File: src/verilog/pafo_pkg.sv
// Package for the port alternate-function override mux.
// Assumes one system clock; all pins and fuses arrive as plain ports.
package pafo_pkg;
  // Pin indices inside the port B low nibble
  localparam int unsigned PB_CAP   = 0;      // Capture / clock out pin
  localparam int unsigned PB_TIMER1_COMPARE_A_OUT  = 1;      // Timer 1 compare A pin
  localparam int unsigned PB_SS    = 2;      // Slave select / compare B pin
  localparam int unsigned PB_MOSI  = 3;      // Data out / timer 2 pin
  localparam int unsigned PB_NUM   = 4;      // Port B pins handled
  // Pin indices inside the port C upper group
  localparam int unsigned PC_SDA   = 0;      // Port C bit 4
  localparam int unsigned PC_SCL   = 1;      // Port C bit 5
  localparam int unsigned PC_RST   = 2;      // Port C bit 6
  localparam int unsigned PC_NUM   = 3;      // Port C pins handled
  localparam int unsigned PC_BASE  = 4;      // Port C bit of index 0
  // Pin-change source numbering
  localparam int unsigned PCI_PC_BASE = 12;  // Source of port C bit 4
  localparam int unsigned PCI_NUM     = 15;  // Sources 0..14 carried
  // Reset values of the registered pad controls
  localparam logic [PB_NUM-1:0] PB_RST_VAL = 4'h0;
  localparam logic [PC_NUM-1:0] PC_RST_VAL = 3'h0;

  // Per-port pad control bundle
  typedef struct packed {
    logic [PB_NUM-1:0] oe;     // Output driver enable
    logic [PB_NUM-1:0] val;    // Driven value
    logic [PB_NUM-1:0] pu;     // Pull-up enable
    logic [PB_NUM-1:0] die;    // Digital input enable
  } pafo_pb_pad_t;

  typedef struct packed {
    logic [PC_NUM-1:0] oe;
    logic [PC_NUM-1:0] val;
    logic [PC_NUM-1:0] pu;
    logic [PC_NUM-1:0] die;
  } pafo_pc_pad_t;

  // Synchroniser and registered output state
  typedef struct packed {
    logic [PB_NUM-1:0]  pb_s1;     // Port B first stage
    logic [PB_NUM-1:0]  pb_s2;     // Port B second stage
    logic [PC_NUM-1:0]  pc_s1;     // Port C first stage
    logic [PC_NUM-1:0]  pc_s2;     // Port C second stage
    pafo_pb_pad_t       pb_pad;    // Port B pad controls
    pafo_pc_pad_t       pc_pad;    // Port C pad controls
    logic               xtal7_die; // Bit 7 input enable override
    logic               xtal7_input_enable_override_enable;
    logic               mosi_in;   // Slave data in
    logic               ss_n_in;   // Slave select
    logic               cap_in;    // Timer 1 capture
    logic               miso_mst;  // Master data in
    logic               scl_in;
    logic               sda_in;
    logic [PCI_NUM-1:0] pci_src;   // Pin-change sources
    logic [2:0]         c6_rd;     // Direction/out/in reads of C6
  } pafo_state_t;
endpackage : pafo_pkg

File: src/verilog/pafo_mux.sv
// Alternate-function override mux for port B bits 3..0 and port C bits 6..4.
// Assumes fuses are static, peripherals run on ref_clk_in, and the pad ring
// resolves the pad from oe/val/pu; pins arrive asynchronously.
`timescale 1ns/100ps
`default_nettype none
module pafo_mux
  import pafo_pkg::*;
(
  input  wire logic               ref_clk_in,               // 50 MHz system clock
  input  wire logic               reset_in,                 // Async reset, active high
  input  wire logic               clk_en_in,                // Freezes state when low
  input  wire logic               sleep_in,                 // Device asleep
  input  wire logic               global_pullup_disable_in, // Pull-ups off globally
  input  wire logic               spi_enable_bit_in,        // SPI enabled
  input  wire logic               spi_master_select_in,     // SPI is master
  input  wire logic               spi_master_data_in,       // Master data out
  input  wire logic               spi_slave_data_in,        // Master-in pin level
  input  wire logic [PB_NUM-1:0]  pb_dir_in,                // Port B direction bits
  input  wire logic [PB_NUM-1:0]  pb_out_in,                // Port B output bits
  input  wire logic [PB_NUM-1:0]  pb_pin_in,                // Port B pad levels
  input  wire logic               timer2_compare_out_in,    // Timer 2 compare level
  input  wire logic               timer2_compare_en_in,     // Timer 2 owns pin
  input  wire logic               timer1_compare_a_out_in,  // Timer 1 compare A
  input  wire logic               timer1_compare_a_en_in,   // Timer 1 A owns pin
  input  wire logic               timer1_compare_b_out_in,  // Timer 1 compare B
  input  wire logic               timer1_compare_b_en_in,   // Timer 1 B owns pin
  input  wire logic               clock_output_fuse_in,     // Clock-out fuse programmed
  input  wire logic               divided_clock_in,         // Divided system clock
  input  wire logic               internal_rc_selected_in,  // Clock select: internal RC
  input  wire logic               external_clock_selected_in, // Clock select: external
  input  wire logic               async_timer_enable_in,    // Async timer on
  input  wire logic               reset_disable_fuse_in,    // Reset pin is I/O
  input  wire logic               two_wire_enable_in,       // Two-wire interface on
  input  wire logic               scl_drive_low_in,         // Two-wire pulls clock low
  input  wire logic               sda_drive_low_in,         // Two-wire pulls data low
  input  wire logic [PC_NUM-1:0]  pc_dir_in,                // Port C bits 6..4 direction
  input  wire logic [PC_NUM-1:0]  pc_out_in,                // Port C bits 6..4 output
  input  wire logic [PC_NUM-1:0]  pc_pin_in,                // Port C bits 6..4 pads
  input  wire logic [PB_NUM-1:0]  pb_pci_mask_in,           // Pin-change masks 3..0
  input  wire logic [PC_NUM-1:0]  pc_pci_mask_in,           // Pin-change masks 14..12
  input  wire logic               pin_change_group_enable_in,  // Port B group
  input  wire logic               pin_change_group1_enable_in, // Port C group
  output logic      [PB_NUM-1:0]  pb_oe_out,                // Port B driver enable
  output logic      [PB_NUM-1:0]  pb_val_out,               // Port B driven value
  output logic      [PB_NUM-1:0]  pb_pu_out,                // Port B pull-up
  output logic      [PB_NUM-1:0]  pb_die_out,               // Port B input enable
  output logic      [PC_NUM-1:0]  pc_oe_out,                // Port C driver enable
  output logic      [PC_NUM-1:0]  pc_val_out,               // Port C driven value
  output logic      [PC_NUM-1:0]  pc_pu_out,                // Port C pull-up
  output logic      [PC_NUM-1:0]  pc_die_out,               // Port C input enable
  output logic                    xtal2_die_out,            // Bit 7 input enable value
  output logic                    xtal2_input_enable_override_enable_out,          // Bit 7 override enable
  output logic                    spi_slave_data_out,       // Slave data in path
  output logic                    spi_master_data_out,      // Master data in path
  output logic                    spi_slave_select_n_out,   // Slave select, active low
  output logic                    timer1_capture_out,       // Capture input
  output logic                    scl_in_out,               // Two-wire clock in
  output logic                    sda_in_out,               // Two-wire data in
  output logic      [PCI_NUM-1:0] pin_change_src_out,       // Sources 0..14
  output logic      [2:0]         c6_read_out               // C6 dir/out/in reads
);

  pafo_state_t st_r;    // Registered state, all but the clock-out flop
  pafo_state_t st_nxt;  // Next state
  logic        divided_clock_out_r;  // Divided clock for bit 0; unreset so it runs on in reset

  // Shared override terms
  logic spi_on;      // SPI enabled
  logic spi_mst;     // SPI as master
  logic spi_slv;     // SPI as slave
  logic rc_or_ext;   // Oscillator decode term
  logic rst_pin;     // C6 serves as reset
  logic [PB_NUM-1:0] pb_direction_override_enable;  // Port B direction override enable
  logic [PB_NUM-1:0] pb_direction_override_value;  // Port B direction override value
  logic [PB_NUM-1:0] pb_port_value_override_enable;  // Port B value override enable
  logic [PB_NUM-1:0] pb_port_value_override_value;  // Port B value override value
  logic [PB_NUM-1:0] pb_force; // Pin forced to input by SPI
  logic [PC_NUM-1:0] pc_direction_override_enable;
  logic [PC_NUM-1:0] pc_direction_override_value;
  logic [PC_NUM-1:0] pc_port_value_override_enable;
  logic [PC_NUM-1:0] pc_port_value_override_value;
  logic [PC_NUM-1:0] pc_input_enable_override_enable;
  logic [PC_NUM-1:0] pc_input_enable_override_value;
  logic [PB_NUM-1:0] pb_pci_on;  // Pin-change armed, port B
  logic [PC_NUM-1:0] pc_pci_on;  // Pin-change armed, port C

  // Override terms, one place so both ports agree
  always_comb begin
    spi_on    = spi_enable_bit_in;
    spi_mst   = spi_on & spi_master_select_in;
    spi_slv   = spi_on & ~spi_master_select_in;
    rc_or_ext = internal_rc_selected_in | external_clock_selected_in;
    rst_pin   = ~reset_disable_fuse_in;
    pb_pci_on = pb_pci_mask_in & {PB_NUM{pin_change_group_enable_in}};
    pc_pci_on = pc_pci_mask_in & {PC_NUM{pin_change_group1_enable_in}};
    // Slave forces data-in and select to input; master keeps register
    pb_force           = '0;
    pb_force[PB_MOSI]  = spi_slv;
    pb_force[PB_SS]    = spi_slv;
    pb_direction_override_enable            = pb_force;
    pb_direction_override_value            = '0;
    pb_port_value_override_enable            = '0;
    pb_port_value_override_value            = '0;
    // Compare outputs replace the value only; direction stays the register's
    pb_port_value_override_enable[PB_MOSI]   = spi_mst | timer2_compare_en_in;
    pb_port_value_override_value[PB_MOSI]   = (spi_mst & spi_master_data_in) |
                         (timer2_compare_en_in & timer2_compare_out_in);
    pb_port_value_override_enable[PB_SS]     = timer1_compare_b_en_in;
    pb_port_value_override_value[PB_SS]     = timer1_compare_b_out_in;
    pb_port_value_override_enable[PB_TIMER1_COMPARE_A_OUT]   = timer1_compare_a_en_in;
    pb_port_value_override_value[PB_TIMER1_COMPARE_A_OUT]   = timer1_compare_a_out_in;
    // Clock fuse owns bit 0 entirely
    pb_direction_override_enable[PB_CAP]    = clock_output_fuse_in;
    pb_direction_override_value[PB_CAP]    = clock_output_fuse_in;
    pb_port_value_override_enable[PB_CAP]    = clock_output_fuse_in;
    pb_port_value_override_value[PB_CAP]    = divided_clock_in;
    // Port C: reset pin and two-wire pins
    pc_direction_override_enable            = '0;
    pc_direction_override_value            = '0;
    pc_port_value_override_enable            = '0;
    pc_port_value_override_value            = '0;
    pc_direction_override_enable[PC_RST]    = rst_pin;
    pc_direction_override_enable[PC_SCL]    = two_wire_enable_in;
    pc_direction_override_value[PC_SCL]    = scl_drive_low_in;              // Open drain: drive only low
    pc_port_value_override_enable[PC_SCL]    = two_wire_enable_in;
    pc_direction_override_enable[PC_SDA]    = two_wire_enable_in;
    pc_direction_override_value[PC_SDA]    = sda_drive_low_in;
    pc_port_value_override_enable[PC_SDA]    = two_wire_enable_in;
    pc_input_enable_override_enable           = pc_pci_on;
    pc_input_enable_override_value           = pc_pci_on;
    pc_input_enable_override_enable[PC_RST]   = rst_pin | pc_pci_on[PC_RST];
    pc_input_enable_override_value[PC_RST]   = rst_pin | pc_pci_on[PC_RST];
  end

  // Next-state: synchronisers, pad controls and peripheral inputs
  always_comb begin
    st_nxt       = st_r;
    st_nxt.pb_s1 = pb_pin_in;
    st_nxt.pb_s2 = st_r.pb_s1;
    st_nxt.pc_s1 = pc_pin_in;
    st_nxt.pc_s2 = st_r.pc_s1;
    for (int i = 0; i < PB_NUM; i++) begin
      st_nxt.pb_pad.oe[i]  = pb_direction_override_enable[i] ? pb_direction_override_value[i] : pb_dir_in[i];
      st_nxt.pb_pad.val[i] = pb_port_value_override_enable[i] ? pb_port_value_override_value[i] : pb_out_in[i];
      // Pull-up follows the output bit even when SPI forces input
      st_nxt.pb_pad.pu[i]  = ~st_nxt.pb_pad.oe[i] & pb_out_in[i] &
                             ~global_pullup_disable_in;
      // Pin-change keeps input alive in sleep
      st_nxt.pb_pad.die[i] = pb_pci_on[i] | ~sleep_in;
    end
    for (int j = 0; j < PC_NUM; j++) begin
      st_nxt.pc_pad.oe[j]  = pc_direction_override_enable[j] ? pc_direction_override_value[j] : pc_dir_in[j];
      st_nxt.pc_pad.val[j] = pc_port_value_override_enable[j] ? pc_port_value_override_value[j] : pc_out_in[j];
      st_nxt.pc_pad.pu[j]  = ~st_nxt.pc_pad.oe[j] & pc_out_in[j] &
                             ~global_pullup_disable_in & ~pc_direction_override_enable[j];
      st_nxt.pc_pad.die[j] = pc_input_enable_override_enable[j] ? pc_input_enable_override_value[j] : ~sleep_in;
    end
    // Oscillator pin 7 override terms
    st_nxt.xtal7_die   = rc_or_ext & async_timer_enable_in;
    st_nxt.xtal7_input_enable_override_enable = (internal_rc_selected_in & external_clock_selected_in) |
                         async_timer_enable_in;
    // Peripheral input paths from the second synchroniser stage; master data in comes from spi_slave_data_in
    st_nxt.mosi_in  = st_r.pb_s2[PB_MOSI];
    st_nxt.miso_mst = spi_mst & spi_slave_data_in;
    st_nxt.ss_n_in  = spi_slv ? st_r.pb_s2[PB_SS] : 1'b1;
    st_nxt.cap_in   = st_r.pb_s2[PB_CAP];
    st_nxt.scl_in   = two_wire_enable_in & st_r.pc_s2[PC_SCL];
    st_nxt.sda_in   = two_wire_enable_in & st_r.pc_s2[PC_SDA];
    st_nxt.pci_src  = '0;
    st_nxt.pci_src[PB_NUM-1:0] = st_r.pb_s2;
    st_nxt.pci_src[PCI_PC_BASE +: PC_NUM] = st_r.pc_s2;
    // Reset pin reads as zero
    st_nxt.c6_rd = rst_pin ? 3'h0 :
                   {pc_dir_in[PC_RST], pc_out_in[PC_RST], st_r.pc_s2[PC_RST]};
  end

  // State register; the bit 0 clock-out path lives in its own flop below
  always_ff @(posedge ref_clk_in or posedge reset_in) begin
    if (reset_in) begin
      st_r        <= '0;
      // Select idles high, so the peripheral sees no false select after reset
      st_r.ss_n_in <= 1'b1;
    end else if (clk_en_in) begin
      st_r        <= st_nxt;
    end
  end

  // Clock-out flop has no reset: the divided clock must stay on bit 0 in reset.
  // Trade-off: one flop outside the state struct, still frozen by clk_en_in.
  always_ff @(posedge ref_clk_in) begin
    if (clk_en_in) begin
      divided_clock_out_r <= divided_clock_in;
    end
  end

  // Outputs straight from the state flops; bit 0 from the clock-out flop when the clock fuse is programmed
  always_comb begin
    pb_oe_out              = st_r.pb_pad.oe;
    pb_val_out             = st_r.pb_pad.val;
    // Fuse is static, so switching the source here cannot glitch the pad
    if (clock_output_fuse_in) begin
      pb_oe_out[PB_CAP]    = 1'b1;
      pb_val_out[PB_CAP]   = divided_clock_out_r;
    end
    pb_pu_out              = st_r.pb_pad.pu;
    pb_die_out             = st_r.pb_pad.die;
    pc_oe_out              = st_r.pc_pad.oe;
    pc_val_out             = st_r.pc_pad.val;
    pc_pu_out              = st_r.pc_pad.pu;
    pc_die_out             = st_r.pc_pad.die;
    xtal2_die_out          = st_r.xtal7_die;
    xtal2_input_enable_override_enable_out        = st_r.xtal7_input_enable_override_enable;
    spi_slave_data_out     = st_r.mosi_in;
    spi_master_data_out    = st_r.miso_mst;
    spi_slave_select_n_out = st_r.ss_n_in;
    timer1_capture_out     = st_r.cap_in;
    scl_in_out             = st_r.scl_in;
    sda_in_out             = st_r.sda_in;
    pin_change_src_out     = st_r.pci_src;
    c6_read_out            = st_r.c6_rd;
  end

endmodule : pafo_mux
`default_nettype wire

File: config.mk
export PLATFORM = sky130hd
export DESIGN_NAME = pafo_mux
export DESIGN_NICKNAME = d
export VERILOG_FILES = /design/src/verilog/pafo_pkg.sv /design/src/verilog/pafo_mux.sv
export SDC_FILE = /design/constraint.sdc
export NUM_CORES = 1
export LEC_CHECK = 0
export ABC_CLOCK_PERIOD_IN_PS = 2200
export CORE_ASPECT_RATIO = 1.75
export CORE_MARGIN = 2
export CORE_UTILIZATION = 39
export CTS_BUF_LIST = sky130_fd_sc_hd__clkbuf_4
export DETAILED_ROUTE_END_ITERATION = 8
export DONT_BUFFER_PORTS = 1
export HOLD_SLACK_MARGIN = 0.08
export PLACE_DENSITY_LB_ADDON = 0.05
export SLEW_MARGIN = 10
export SYNTH_ARGS = -nofsm -noshare
export SYNTH_HDL_FRONTEND = slang
export SYNTH_SLANG_ARGS = --single-unit
File: constraint.sdc
create_clock -name ref_clk_in -period 2.2 [get_ports ref_clk_in]
set_input_delay 0.44 -clock ref_clk_in [delete_from_list [all_inputs] [get_ports ref_clk_in]]
set_output_delay 0.44 -clock ref_clk_in [all_outputs]
set_load 0.02 [all_outputs]
==> impl_metrics.ini <==
[status]
status = finished clean

[worst_setup_path]
path_delay_family = flip-flops
path_cells = mux2_2
worstSetupEndpointType = primary output
rrSetupSlack_ps = 1220
r2r_end = pin_change_src_out[0]
crit_path_end = pb_val_out[0]
worstSetupStartpoint = st_r[46]
crit_fanout = 2
required_ps = 1760
cpMaxStageDelayCell = dfrtp_1
crit_path_start_kind = flop
cp.depth = 1
crit_buf_inv = 0
worstPathArrival_ps = 1120
critPathKind = reg2out
slowest_delay_ps = 390
reg2reg_from = pin_change_src_out[0]
worstRegToRegCells = 1

[placed_design]
routabilityCongestion = 0.681
dp_hpwl_mm = 3.86
numPortBuffers = 0
dp_slack_ps = 943

[yosys]
post_synth_num_cell_types = 30
avgSynthCellArea_um2 = 11.7
synth_edf_count = 1
synthArstFlopShare_pct = 98.3
syn_area_um2 = 2770
yosysSeqAreaShare_pct = 52.7
ys_ff_latch = 58
synth_top_area_share_pct = 50.7
synth_top_area_cell = dfrtp_1
synth-main-ff-cell = dfrtp_1
ys_warn_count = 0
syn_inst = 236
ys_top_cells_by_area = dfrtp_1 51%, buf_4 12%, mux2_4 11%

[timing]
fin_ws_ps = 637
clock-skew-final_ps = 9.24
period_minus_slack_ps = 1560
fin_tns_setup_ps = 0
rsz0062_at_grt = false
hold_viol = 0
setup_viol = 0
drv_slew = 0
fmax_mhz = 640
period_share_pct = 71.0
hold_ws_ps = 118

[routing]
antenna_left = 0
drtIter0Drc = 97
wl_per_cell_um = 18.3
vias = 1483
firstDrtPassIters = 4
wl_mm = 5.39
avgViaCountPerCell = 5.03
drc = 0

[grt]
grt_max_degree = 75
grt_overflow_total = 0
grt_pass1_vias = 1610
antenna_found_initial = 0
grt_use_total_pct = 14.6
grt_pass1_wl_mm = 8.14

[floorplanning]
die_area_um2 = 7810
core_area_um2 = 6860
start_util_pct = 40.3
rows = 40
die_w_um = 67.7
die_h_um = 115
pin_count = 108

[clock_network]
cts_hold_buf = 4
tritoncts = built
cts_max_level = 3
cts_resized = 0
cts_buffers = 9
root_buffer = clkbuf_4
clk_pin_slew_ps = 100
cts_setup_buffers = 0
clkSinkCount = 58
insertion_delay_ps = 400
ctsLongestPathBuffers = 2

[pwr]
p_leak_nw = 1.20
vdd_ir_drop_max_v = 0.000367
p_per_area_nw_per_um2 = 846
total_power_mw = 2.24

[layout]
final_nets = 260
fillers = 675
drive_gt1_share_pct = 21.8
antenna_cells = 0
areaGrowthSynthToFinish_pct = -4.25
utilization_pct = 38.6

[min_path]
holdCritPathClass = in2reg

[job]
max_cap_viol_count = 0
## through the flow
step / instances / area [µm²]
after CTS: 295 / 2650
after detailed placement: 275 / 2500
after global placement: 275 / 2500
after floorplan: 243 / 2790
after global routing: 295 / 2650
final: 295 / 2650
## cell usage after synthesis (all sizes together) (2+ instances only)
cell type   n
a21oi       9
a31oi       6
a32o        3
a41oi       2
buf        53
dfrtp      56
inv        10
mux2       24
mux2i       5
nand2      14
nand3       7
nand3b      5
nor2       18
o21ai      10
o2bb2ai     4
## power breakdown
group | total, mW | internal [mW] | switching [mW] | leakage [nW]
sequential | 1.38 | 1.18 | 0.197 | 0.689
clock | 0.636 | 0.262 | 0.375 | 0.0685
combinational | 0.222 | 0.131 | 0.0909 | 0.443
total | 2.24 | 1.58 | 0.662 | 1.20
## worst min path at each step
stage,start,end,slack [ps],depth (start not counted)
finish,pc_dir_in[1],pc_pu_out[1],120,1
global route,clk_en_in,st_r[50],100,1
CTS,clk_en_in,st_r[50],80,1
detailed placement,reset_in,st_nxt[3],340,1
global placement,reset_in,st_nxt[63],320,1
floorplan,pb_pu_out[1],pb_pu_out[1],450,1
## placed cells by master, fill, tap and decap left out, types with 7 or more instances in the layout
master	n
o21ai_0	7
clkbuf_4	12
nand3_1	7
conb_1	8
inv_1	8
dfrtp_1	56
nor2_1	18
mux2_4	20
a21oi_1	9
nand2_1	14
## logic make-up (layout without fill, tap and decap cells)
family,count (synthesis),count (layout),share of synthesized area (%)
compound gates,36,36,8.33
buf+inv,64,32,16.3
flops,58,58,52.7
mux,29,29,14.3
other cells,1,8,0.136
simple gates,48,48,8.24
## layout make-up
class	count	area, µm²	share of cell area, %
sequential	58	1460	55.1
clock inverter	4	18.8	0.709
inverter	10	37.5	1.42
timing repair buffer	6	55.1	2.08
tap	84	105	3.97
clock buffer	12	90.1	3.40
multi-input combinational	121	883	33.4
## routing by layer
layer / vias up / GRT usage [%] / routed length, µm
met4: 0 / 11.4 / 141
li1: 692 / - / -
met3: 9 / 4.50 / 457
met5: - / 0 / 0
met1: 723 / 15.0 / 1890
met2: 59 / 23.9 / 2900
## sequential cells by signal (all words and copies together) (netlist names), 2 cells and up
signal and count:
st_r 2, pc_val_out 3, pb_val_out 3, pb_pu_out 4
c6_read_out 3, pb_die_out 4, pin_change_src_out 7, pb_oe_out 3
pc_pu_out 3, pc_oe_out 2, pc_die_out 3, st_nxt 14
Note: power is estimated with default switching activity, not from simulation.
